===== config.mk =====
export PLATFORM = sky130hd
export DESIGN_NAME = esa_config
export DESIGN_NICKNAME = d
export VERILOG_FILES = /design/src/rtl/esa_pkg.sv /design/src/rtl/esa_config.sv
export SDC_FILE = /design/constraint.sdc
export NUM_CORES = 1
export LEC_CHECK = 0
export BUFFER_PORTS_ARGS = -buffer_cell sky130_fd_sc_hd__buf_2
export CORE_AREA = 4 4 116 118
export DETAILED_ROUTE_END_ITERATION = 8
export DIE_AREA = 0 0 120 122
export GPL_ROUTABILITY_DRIVEN = 0
export PLACE_DENSITY_LB_ADDON = 0.12
export REMOVE_ABC_BUFFERS = 1
export SLEW_MARGIN = 20
export SYNTH_ARGS = -nofsm -noshare
export SYNTH_HDL_FRONTEND = slang
export SYNTH_SLANG_ARGS = --single-unit

===== constraint.sdc =====
create_clock -name mclk -period 3.1 [get_ports mclk]
set_clock_uncertainty 0.05 [all_clocks]
set_input_delay 0.62 -clock mclk [delete_from_list [all_inputs] [get_ports mclk]]
set_output_delay 0.62 -clock mclk [all_outputs]
set_load 0.01 [all_outputs]

===== src/rtl/esa_pkg.sv =====
// Purpose: constants and types for the expansion-module serial address and line-format configuration
// Assumes: 25 MHz mclk; restart is a one-cycle pulse from the supervisor; switches are static between restarts
// Notes:   stored offset and format live in the nonvolatile image held by esa_config
//
// Notes on behaviour
// - extension switch off gives slave address straight from address switches, 1 to 15.
// - with switches at default the port runs 19.2 Kbps and Modbus.
// - line rate and protocol switches are sampled only at power-up or restart; the code samples them at restart only, rstn loads zeros.
// - switch changes while running take effect only at the next restart.
// - programming state is entered at restart and clears stored offset and format.
// - programming state answers at address 207, 8N2, yellow indicator flashing.
// - format variable at index 17 takes 0 to 5, applied after next restart.
// - offset variable at index 14 must exceed 14; limit 192 vendor, 232 Modbus.
// - extension on with nonzero base gives address offset plus address switches.
// - serial addresses span 16 to 247, or up to 207 under the vendor protocol.
// - green flashes while serial traffic is present, steady on otherwise.
// - extension on with zero offset: steady yellow, offline, green on.
// - extension on, offset set, address switches zero: flashing yellow, offline.
package esa_pkg;

  // =====================================================================
  // variable indices and limits
  localparam logic [15:0] VAR_IDX_OFFSET    = 16'h000e;
  localparam logic [15:0] VAR_IDX_FORMAT    = 16'h0011;
  localparam logic [15:0] OFFSET_MIN_EXCL   = 16'h000e;
  localparam logic [15:0] OFFSET_MAX_VENDOR = 16'h00c0;
  localparam logic [15:0] OFFSET_MAX_MODBUS = 16'h00e8;
  localparam logic [15:0] FORMAT_MAX        = 16'h0005;
  localparam logic [7:0]  ADDR_PROG         = 8'hcf;
  localparam logic [7:0]  ADDR_EXT_MIN      = 8'h10;
  localparam logic [7:0]  ADDR_MAX_MODBUS   = 8'hf7;
  localparam logic [7:0]  ADDR_MAX_VENDOR   = 8'hcf;
  localparam logic [15:0] OFFSET_RESET      = 16'h0000;
  localparam logic [15:0] FORMAT_RESET      = 16'h0000;

  // =====================================================================
  // line encodings; baud code 0 is 19.2 Kbps, protocol 0 is Modbus
  localparam logic [1:0] BAUD_19K2  = 2'h0;
  localparam logic [1:0] PAR_NONE   = 2'h0;
  localparam logic [1:0] PAR_ODD    = 2'h1;
  localparam logic [1:0] PAR_EVEN   = 2'h2;
  localparam logic [3:0] ADDR_SW_OFF = 4'h0;

  // =====================================================================
  // timing
  localparam int CLK_KHZ        = 25000;
  localparam int FLASH_HALF_MS  = 250;
  localparam int ACT_HOLD_MS    = 1000;
  localparam int FLASH_HALF_CYC = FLASH_HALF_MS * CLK_KHZ;
  localparam int ACT_HOLD_CYC   = ACT_HOLD_MS * CLK_KHZ;

  // =====================================================================
  // types
  typedef enum logic [2:0] {
    MODE_BOOT,
    MODE_NORMAL,
    MODE_PROG,
    MODE_ERR_STEADY,
    MODE_ERR_FLASH
  } esa_mode_t;

  typedef struct packed {
    logic       ext;
    logic [3:0] addr;
    logic [1:0] baud;
    logic       vendor_prot;
  } esa_sw_t;

  typedef struct packed {
    logic [7:0] slave_addr;
    logic [1:0] baud;
    logic       vendor_prot;
    logic [1:0] parity;
    logic       two_stop;
  } esa_line_cfg_t;

  typedef struct packed {
    esa_mode_t     mode;
    esa_sw_t       sw;
    logic [15:0]   offset;
    logic [15:0]   format;
    esa_line_cfg_t cfg;
    logic          online;
    logic          prog;
    logic          green;
    logic          yellow;
    logic [24:0]   flash_cnt;
    logic          flash_ph;
    logic [24:0]   act_cnt;
    logic [15:0]   rdata;
    logic          rvalid;
  } esa_state_t;

endpackage


===== src/rtl/esa_config.sv =====
// Purpose: derives slave address, framing and indicator drive from switches and stored variables
// Assumes: var_wr/var_rd are one-cycle strobes from the protocol engine, which has already matched the frame
// Notes:   rstn models a blank nonvolatile image; restart keeps the stored variables unless it enters programming
`timescale 1ns/1ps
module esa_config #(
  parameter int FLASH_CYC = esa_pkg::FLASH_HALF_CYC,
  parameter int ACT_CYC   = esa_pkg::ACT_HOLD_CYC
) (
  input  wire logic                   mclk,
  input  wire logic                   rstn,
  input  wire esa_pkg::esa_sw_t       sw,
  input  wire logic                   restart,
  input  wire logic                   traffic,
  input  wire logic                   var_wr,
  input  wire logic                   var_rd,
  input  wire logic [15:0]            var_index,
  input  wire logic [15:0]            var_wdata,
  output logic [15:0]                 var_rdata,
  output logic                        var_rvalid,
  output esa_pkg::esa_line_cfg_t      line_cfg,
  output logic                        online,
  output logic                        prog_mode,
  output logic                        led_green,
  output logic                        led_yellow
);
  import esa_pkg::*;

  esa_state_t s_r;
  esa_state_t s_nxt;

  // =====================================================================
  // helpers
  function automatic logic [2:0] fmt_decode(input logic [15:0] f);
    case (f[2:0])
      3'h1:    fmt_decode = {PAR_NONE, 1'b0};
      3'h2:    fmt_decode = {PAR_ODD, 1'b1};
      3'h3:    fmt_decode = {PAR_ODD, 1'b0};
      3'h4:    fmt_decode = {PAR_EVEN, 1'b1};
      3'h5:    fmt_decode = {PAR_EVEN, 1'b0};
      default: fmt_decode = {PAR_NONE, 1'b1};
    endcase
  endfunction

  function automatic logic [15:0] offset_limit(input logic vendor);
    offset_limit = vendor ? OFFSET_MAX_VENDOR : OFFSET_MAX_MODBUS;
  endfunction

  logic [7:0] sum_addr;
  logic [7:0] addr_max;
  assign sum_addr = s_r.offset[7:0] + {4'h0, s_r.sw.addr};
  assign addr_max = s_r.sw.vendor_prot ? ADDR_MAX_VENDOR : ADDR_MAX_MODBUS;

  // =====================================================================
  // next state
  always_comb begin
    s_nxt = s_r;
    s_nxt.rvalid = 1'b0;

    // switches only enter the design here, on restart
    if (restart) begin
      s_nxt.sw   = sw;
      s_nxt.mode = MODE_BOOT;
      // off the line while switches are re-evaluated
      s_nxt.online = 1'b0;
    end

    case (s_r.mode)
      MODE_BOOT: begin
        s_nxt.cfg.baud        = s_r.sw.baud;
        s_nxt.cfg.vendor_prot = s_r.sw.vendor_prot;
        {s_nxt.cfg.parity, s_nxt.cfg.two_stop} = fmt_decode(s_r.format);
        s_nxt.online = 1'b0;
        s_nxt.prog   = 1'b0;
        // programming entered: extension off with no address on the switches
        if (!s_r.sw.ext && s_r.sw.addr == ADDR_SW_OFF) begin
          s_nxt.mode   = MODE_PROG;
          s_nxt.prog   = 1'b1;
          s_nxt.offset = OFFSET_RESET;
          s_nxt.format = FORMAT_RESET;
          s_nxt.cfg.slave_addr = ADDR_PROG;
          {s_nxt.cfg.parity, s_nxt.cfg.two_stop} = {PAR_NONE, 1'b1};
          s_nxt.online = 1'b1;
        end else if (!s_r.sw.ext) begin
          s_nxt.mode = MODE_NORMAL;
          s_nxt.cfg.slave_addr = {4'h0, s_r.sw.addr};
          s_nxt.online = 1'b1;
        end else if (s_r.offset == OFFSET_RESET) begin
          s_nxt.mode = MODE_ERR_STEADY;
        end else if (s_r.sw.addr == ADDR_SW_OFF) begin
          s_nxt.mode = MODE_ERR_FLASH;
        end else if (sum_addr < ADDR_EXT_MIN || sum_addr > addr_max) begin
          // offset stored under the other protocol no longer fits
          s_nxt.mode = MODE_ERR_STEADY;
        end else begin
          s_nxt.mode = MODE_NORMAL;
          s_nxt.cfg.slave_addr = sum_addr;
          s_nxt.online = 1'b1;
        end
      end
      MODE_NORMAL, MODE_PROG, MODE_ERR_STEADY, MODE_ERR_FLASH: begin
      end
      default: s_nxt.mode = MODE_BOOT;
    endcase

    // stored variables: take effect at the next restart only
    if (var_wr && s_r.online && s_r.mode != MODE_BOOT) begin
      if (var_index == VAR_IDX_OFFSET && var_wdata > OFFSET_MIN_EXCL &&
          var_wdata <= offset_limit(s_r.cfg.vendor_prot)) begin
        s_nxt.offset = var_wdata;
      end
      if (var_index == VAR_IDX_FORMAT && var_wdata <= FORMAT_MAX) begin
        s_nxt.format = var_wdata;
      end
    end
    if (var_rd) begin
      s_nxt.rvalid = 1'b1;
      if (var_index == VAR_IDX_OFFSET) begin
        s_nxt.rdata = s_r.offset;
      end else if (var_index == VAR_IDX_FORMAT) begin
        s_nxt.rdata = s_r.format;
      end else begin
        s_nxt.rdata = 16'h0000;
      end
    end

    // shared flash timebase
    if (s_r.flash_cnt >= 25'(FLASH_CYC - 1)) begin
      s_nxt.flash_cnt = 25'h0000000;
      s_nxt.flash_ph  = ~s_r.flash_ph;
    end else begin
      s_nxt.flash_cnt = s_r.flash_cnt + 25'h0000001;
    end

    // traffic seen recently keeps the port marked active
    if (traffic && s_r.online) begin
      s_nxt.act_cnt = 25'(ACT_CYC - 1);
    end else if (s_r.act_cnt != 25'h0000000) begin
      s_nxt.act_cnt = s_r.act_cnt - 25'h0000001;
    end
    if (!s_r.online) begin
      s_nxt.act_cnt = 25'h0000000;
    end

    s_nxt.green = (s_r.act_cnt != 25'h0000000) ? s_r.flash_ph : 1'b1;
    case (s_r.mode)
      MODE_PROG:       s_nxt.yellow = s_r.flash_ph;
      MODE_ERR_STEADY: s_nxt.yellow = 1'b1;
      MODE_ERR_FLASH:  s_nxt.yellow = s_r.flash_ph;
      default:         s_nxt.yellow = 1'b0;
    endcase
  end

  // =====================================================================
  // registers; power-on reset enters boot with switches cleared, so programming is entered until a restart
  always_ff @(posedge mclk or negedge rstn) begin
    if (!rstn) begin
      s_r <= '{mode: MODE_BOOT, sw: '0, offset: OFFSET_RESET, format: FORMAT_RESET,
               cfg: '{slave_addr: 8'h00, baud: BAUD_19K2, vendor_prot: 1'b0, parity: PAR_NONE, two_stop: 1'b1},
               online: 1'b0, prog: 1'b0, green: 1'b1, yellow: 1'b0, flash_cnt: 25'h0000000,
               flash_ph: 1'b0, act_cnt: 25'h0000000, rdata: 16'h0000, rvalid: 1'b0};
    end else begin
      s_r <= s_nxt;
    end
  end

  assign var_rdata  = s_r.rdata;
  assign var_rvalid = s_r.rvalid;
  assign line_cfg   = s_r.cfg;
  assign online     = s_r.online;
  assign prog_mode  = s_r.prog;
  assign led_green  = s_r.green;
  assign led_yellow = s_r.yellow;

endmodule


==> reports/results.ini, run 1 <==
[synth]
synth.area.top_cells = sky130_fd_sc_hd__dfrtp_1 (49%), sky130_fd_sc_hd__nor2_1 (4.5%), sky130_fd_sc_hd__nand2_1 (3.9%)
syn_inst = 661
synth_top_family_by_area = simple AND/OR/NAND/NOR gates
yosysWarnings = 0
synth_xor_xnor_area_share_pct = 5.801
ys_seq_area_share_pct = 49.76
synth.mux.area_fraction_pct = 2.563
synth_commonest_cells = sky130_fd_sc_hd__dfrtp_1 (127), sky130_fd_sc_hd__nor2_1 (78), sky130_fd_sc_hd__nand2_1 (67)
synth_simple_gate_area_share_pct = 21.93
yosys.cell_count.top_type = sky130_fd_sc_hd__dfrtp_1
yosys.area_share.adder_pct = 2.814
synth-edff-count = 0
netlist-cell-type-count = 65
netlist.top_cell.by_area = sky130_fd_sc_hd__dfrtp_1
synthDominantCellAreaShare_pct = 48.95
async_flop_share_pct = 100.0
postSynthAreaPerCell_um2 = 9.822
mappedNetlistArea_um2 = 6492
synth_top_flop_cell = sky130_fd_sc_hd__dfrtp_1
flip_flop_and_latch_count_after_synthesis = 129
synth_compound_gate_area_share_pct = 11.22

[layout]
finalNonFillerCells = 933
nFillCells = 1039
post_route_cells_drive_above_1_share_pct = 25.10
antenna_cells_inserted = 0
finish.net_count = 808
layout.cell_area.non_filler_um2 = 7766
area_growth_syn_to_layout_pct = 19.62

[timing]
finalMaxSlewViolations = 0
fin_crit_ns = 3.293
finalWorstSetupSlack_ns = -0.1927
timing.fmax_ghz = 0.3037
finalHoldViolCount = 0
grt_setup_unrepaired = yes
setup_viol = 7
tightest_slew_ns = 0.8784
timing.slew.headroom_pct = 41.44
final_critical_path_share_of_the_clock_period_pct = 106.2

[power_and_ir_drop]
p_per_area_nw_per_um2 = 880.6
p_sw_share_pct = 34.03
proportion_of_power_drawn_by_the_clock_network_pct = 30.0
combinationalPowerShare_pct = 35.2
p_int_uw = 4512
p_sw_uw = 2327
leakage_uw = 0.003531
seq_power_share_pct = 34.8
vdd.ir_drop.worst_v = 0.0004605

[drt]
drt-wirelength-per-cell_um = 15.19
wirelength_um = 14170
drt.antenna.violating_nets = 0
avgViaCountPerCell = 5.335
drt_iter0_markers = 292
dr_total_vias = 4978
drtPass1Iterations = 5
route.detailed.drc = 0

[grt]
global_route_total_usage_across_every_layer_pct = 20.68
grt_max_degree = 62
grt_pass1_wl_um = 23890
grt_pass1_vias = 4940
grt.overflow.total = 0
number_of_antenna_violations_at_the_first_check_in_global_routing = 0

[clock_network]
cts_max_path_buffers = 2
clock-root-buffer = sky130_fd_sc_hd__clkbuf_16
clock_latency_ns = 0.42
tritoncts = done
total_clock_buffers_created_by_cts = 17
cts_htree_levels = 4
worst_setup_hold_path_clk_slew_ns = 0.06
cts_hold_buffers = 0
cts.sink_count = 129

[setup_path]
cpMaxStageDelayCell = sky130_fd_sc_hd__or4_4
max_stage_delay_ns = 0.48
timing.setup.critical_path_class = register to register
critPathCaptureType = register
crit_chain = ha_2 > fa_2 > a211o_1 > nand2_2 > xnor2_2 > ha_1 > nand3_2 > nor3_2 > or4_4 > and3_4 > nor3_4 > buf_6 > mux2_2
setup.worst_path.start_class = register
timing.critical_path.arrival_ns = 3.54
critPathRequiredTime_ns = 3.35
worstPathMaxFanout = 7

[floorplan]
die_x_um = 120
core_um2 = 12470
num_rows = 41
die_y_um = 122
io_pins = 81
die_area_um2 = 14640
floorplan.initialDensity_pct = 52.08

[placed_design]
place_hpwl_um = 10200
port_bufs = 80
cells_after_dpl = 898
placement.cell_area_um2 = 7071

[flow_run]
drv_cap = 0

[run_status]
violations = negative setup slack
status = finished with violations

[worst_hold_path]
min-delay-path-class = primary input to async pin

stage by stage:
stage / worst slack (ns) / power [uW] / setup TNS [ns] / util [%] / hold slack (ns)
after floorplan: -0.3070 / 3742 / -2.233 / - / 0.2744
after global placement: -0.3700 / 4563 / -2.424 / 56.72 / 0.4007
after detailed placement: -0.4633 / 4643 / -3.375 / 56.72 / 0.4135
after CTS: -0.1751 / 6780 / -1.035 / 61.89 / 0.2075
after global routing: -0.3216 / 7275 / -2.050 / 62.30 / 0.2316
final: -0.1927 / 6839 / -1.077 / 62.30 / 0.1913
cell usage in the layout, fill, tap and decap left out, drive strengths merged, types with 4 or more instances in the layout:
cell type and count:
o21ai 26, nor2b 4, nand3 21, nand2b 6
inv 18, dfrtp 127, nor2 78, xor2 23
mux2 13, nor4 15, and2 21, xnor2 20
ha 13, nor3 20, a21oi 38, clkinv 7
buf 118, or4 9, or3 7, clkbuf 17
a22oi 16, nand4 7, and3 5, o21a 13
and4 5, nand2 67
final timing paths:
| check | start | to | slack (ns) | depth (start not counted) |
|---|---|---|---|---|
| min in group mclk | sw[0] | s_r[118] | 0.36 | 3 |
| max in group asynchronous | rstn | line_cfg[0] | 2.03 | 2 |
| hold reg to reg | s_r[119] | line_cfg[4] | 0.42 | 2 |
| hold / removal | rstn | s_r[38] | 0.19 | 1 |
| setup reg to reg | s_r[121] | line_cfg[13] | -0.19 | 13 |
| setup / recovery | s_r[121] | line_cfg[13] | -0.19 | 13 |
critical path: cells and delay by family, from the launching register on:
family	cells	cell delay, ns
AO/OA/AOI/OAI	1	0.30
XOR/XNOR	1	0.13
adder cells (fa/ha/maj)	3	0.82
buffers and inverters	1	0.15
flip-flops	1	0.39
multiplexers	1	0.33
AND/OR/NAND/NOR	6	1.00
timing repair:
item,in CTS,in global routing
endpoints found under the setup margin,10,10
resized for setup,5,12
pin swaps,3,2
buffers inserted,2,1
power groups by stage:
stage / clock, uW / combinational [uW] / sequential (uW)
finish: 2050 / 2410 / 2380
CTS: 2090 / 2310 / 2380
floorplan: 0 / 1320 / 2420
detailed placement: 0 / 2240 / 2400
global placement: 0 / 2170 / 2390
global route: 2170 / 2670 / 2440
sequential cells by signal, indices dropped and copies added, names as in the netlist:
| signal | count |
|---|---|
| prog_mode | 1 |
| var_rvalid | 1 |
| led_green | 1 |
| online | 1 |
| line_cfg | 14 |
| s_r | 94 |
| led_yellow | 1 |
| var_rdata | 16 |
cells by family after synthesis:
family / count (synthesis)
multiplexers: 15
XOR/XNOR: 43
flip-flops: 129
AO/OA/AOI/OAI: 116
adder cells (fa/ha/maj): 14
AND/OR/NAND/NOR: 277
buffers and inverters: 66
other: 1
metal layers:
| metal | GRT usage [%] | vias up | part of all wire (%) |
|---|---|---|---|
| met3 | 5.200 | 22 | 4.4 |
| met5 | 0 | - | 0 |
| met2 | 33.97 | 108 | 49 |
| met4 | 6.800 | 0 | 1.5 |
| li1 | - | 2454 | - |
| met1 | 27.03 | 2394 | 45 |
layout make-up:
class	instances	area, um^2	share of cell area, %
Timing Repair Buffer	118	704.4	9.070
Multi-Input combinational cell	467	2949	37.97
Inverter	15	56.30	0.7250
Tap cell	172	215.2	2.771
Clock buffer	17	425.4	5.478
Sequential cell	129	3231	41.60
Clock inverter	15	185.2	2.384
Note: power is estimated with default switching activity, not from simulation.
==> run 2, diff against run 1 <==
--- a/config.mk
+++ b/config.mk
@@ -16,3 +16,4 @@
 export SYNTH_ARGS = -nofsm -noshare
 export SYNTH_HDL_FRONTEND = slang
 export SYNTH_SLANG_ARGS = --single-unit
+export TNS_END_PERCENT = 50
==> run 2 against run 1 <==
Against the previous run:
- the run still ends with negative setup slack left
- clock power about the same
- sequential cell count unchanged
- worst hold slack got worse by 0.00055 ns
- fmax about the same
- die area unchanged
- register-to-register slack about the same
- sequential power about the same
- first-iteration DRC count increased by 14%
- combinational power decreased by 2%
- total power decreased by 0.60%
- largest power group is now registers
==> reports/results.ini, run 2 (synthesized netlist as in run 1, its figures left out) <==
[floorplan]
die_y_um = 122  ; unchanged
floorplan.initialDensity_pct = 52.08  ; unchanged
die_x_um = 120  ; unchanged
core_um2 = 12470  ; unchanged
num_rows = 41  ; unchanged
die_area_um2 = 14640  ; unchanged
io_pins = 81  ; unchanged

[layout]
area_growth_syn_to_layout_pct = 19.35
finished_core_util_pct = 62.16  ; -0.14 points
antenna_cells_inserted = 0  ; unchanged
post_route_cells_drive_above_1_share_pct = 24.74  ; -0.36 points
largest_reg_flops = 94  ; unchanged
layout_common_cells = sky130_fd_sc_hd__dfrtp_1 (127), sky130_fd_sc_hd__buf_2 (79), sky130_fd_sc_hd__nor2_1 (78)
layout.cell_area.non_filler_um2 = 7749  ; -0.23%
regMostFlops = s_r
finish.net_count = 807  ; -0.12%
layout.cells.most_common = sky130_fd_sc_hd__dfrtp_1

[placed_design]
placement.cell_area_um2 = 7071  ; unchanged
placement.setup.worst_slack_ns = -0.4633  ; unchanged
place_hpwl_um = 10200  ; unchanged
port_bufs = 80  ; unchanged

[clock_network]
worst_setup_hold_path_clk_slew_ns = 0.06  ; about the same
cts_htree_levels = 4  ; unchanged
cts.sink_count = 129  ; unchanged
clock_latency_ns = 0.41  ; about the same
total_clock_buffers_created_by_cts = 17  ; unchanged
tritoncts = done
cts_hold_buffers = 0  ; unchanged
cts_max_path_buffers = 2  ; unchanged
clock-root-buffer = sky130_fd_sc_hd__clkbuf_16

[drt]
drt.antenna.violating_nets = 0  ; unchanged
avgViaCountPerCell = 5.352  ; +0.31%
route.detailed.drc = 0  ; unchanged
dr_total_vias = 4988  ; +0.20%
drt-wirelength-per-cell_um = 15.20  ; about the same
drtPass1Iterations = 5  ; unchanged
wirelength_um = 14160  ; about the same
drt_iter0_markers = 332  ; +14%

[grt]
grt.overflow.total = 0  ; unchanged
grt_pass1_wl_um = 23890  ; unchanged
number_of_antenna_violations_at_the_first_check_in_global_routing = 0  ; unchanged
grt_pass1_vias = 4940  ; unchanged
grt_max_degree = 62  ; unchanged
global_route_total_usage_across_every_layer_pct = 20.68  ; unchanged

[timing]
finalHoldViolCount = 0  ; unchanged
timing.slew.headroom_pct = 41.39  ; -0.047 points
finalMaxSlewViolations = 0  ; unchanged
grt_setup_unrepaired = yes
whs_ns = 0.1907  ; -0.0005530 ns
tightest_slew_ns = 0.8791  ; +0.0007005 ns
fin_crit_ns = 3.294  ; +0.001167 ns
final_critical_path_share_of_the_clock_period_pct = 106.3  ; about the same
timing.fmax_ghz = 0.3036  ; about the same
finalWorstSetupSlack_ns = -0.1939  ; -0.001167 ns
setup_viol = 6  ; -1

[run_status]
violations = negative setup slack
status = finished with violations

[setup_path]
setup.worst_path.start_class = register
timing.critical_path.arrival_ns = 3.54  ; about the same
worstPathMaxFanout = 7  ; unchanged
critPathRequiredTime_ns = 3.35  ; about the same
timing.setup.critical_path_class = register to register
critPathCaptureType = register

[power_and_ir_drop]
seq_power_share_pct = 35.0  ; +0.2 points
p_sw_uw = 2312  ; -0.65%
leakage_uw = 0.003525  ; -0.18%
proportion_of_power_drawn_by_the_clock_network_pct = 30.1  ; about the same
p_int_uw = 4486  ; -0.57%
p_per_area_nw_per_um2 = 877.3  ; -0.37%
vdd.ir_drop.worst_v = 0.0004610  ; +0.13%
p_sw_share_pct = 34.01  ; about the same
power.total_uw = 6798  ; -0.60%
combinationalPowerShare_pct = 34.8  ; -0.4 points

[worst_hold_path]
min-delay-path-class = primary input to async pin

[flow_run]
drv_cap = 0  ; unchanged

## run 2: routing by layer
metal  up-vias  GRT usage, %  share of wire, %
met5         -             0                 0
met3        24         5.200               4.5
met1      2400         27.03                45
met2       113         33.97                49
met4         0         6.800               1.8
li1       2451             -                 -
## run 2: layout make-up
type / count / area [um^2]
sequential: 129 / 3231
fill: 1036 / 4717
clock inverter: 15 / 185.2
tap: 172 / 215.2
clock buffer: 17 / 425.4
timing repair buffer: 117 / 696.9
multi-input combinational: 467 / 2939
inverter: 15 / 56.30
## run 2: path summary, 6_finish.rpt
path | from | endpoint | slack, ns | cells past startpoint
worst max register to register | s_r[121] | line_cfg[13] | -0.19 | 13
max in group asynchronous | rstn | line_cfg[0] | 2.03 | 2
worst max-delay path | s_r[121] | line_cfg[13] | -0.19 | 13
worst min register to register | s_r[119] | line_cfg[4] | 0.42 | 2
worst min-delay path | rstn | s_r[38] | 0.19 | 1
min in group mclk | sw[0] | s_r[118] | 0.36 | 3
## run 2: worst max-delay path, stage by stage (launching register included)
cell and delay (ns):
sky130_fd_sc_hd__dfrtp_1 0.39, sky130_fd_sc_hd__ha_2 0.19, sky130_fd_sc_hd__fa_2 0.35, sky130_fd_sc_hd__a211o_1 0.30, sky130_fd_sc_hd__nand2_2 0.10, sky130_fd_sc_hd__xnor2_2 0.13, sky130_fd_sc_hd__ha_1 0.28, sky130_fd_sc_hd__nand3_2 0.07
sky130_fd_sc_hd__nor3_2 0.04, sky130_fd_sc_hd__or4_4 0.48, sky130_fd_sc_hd__and3_4 0.20, sky130_fd_sc_hd__nor3_4 0.11, sky130_fd_sc_hd__buf_6 0.15, sky130_fd_sc_hd__mux2_2 0.33
## run 2: timing repair
action / CTS / global route
setup buffers: 2 / 0
pin swaps: 3 / 2
resized for setup: 5 / 9
endpoints found under the setup margin: 10 / 10
## run 2: per-stage QoR
stage               setup TNS, ns  std cells
floorplan                  -2.233        611
global placement           -2.424        898
detailed placement         -3.375        898
CTS                        -1.035        932
global route               -2.012        932
finish                     -1.072        932
## run 2: power groups by stage
stage | registers, uW | logic [uW] | clock network (uW)
finish | 2380 | 2370 | 2050
global route | 2440 | 2630 | 2170
detailed placement | 2400 | 2240 | 0
CTS | 2380 | 2310 | 2090
floorplan | 2420 | 1320 | 0
global placement | 2390 | 2170 | 0
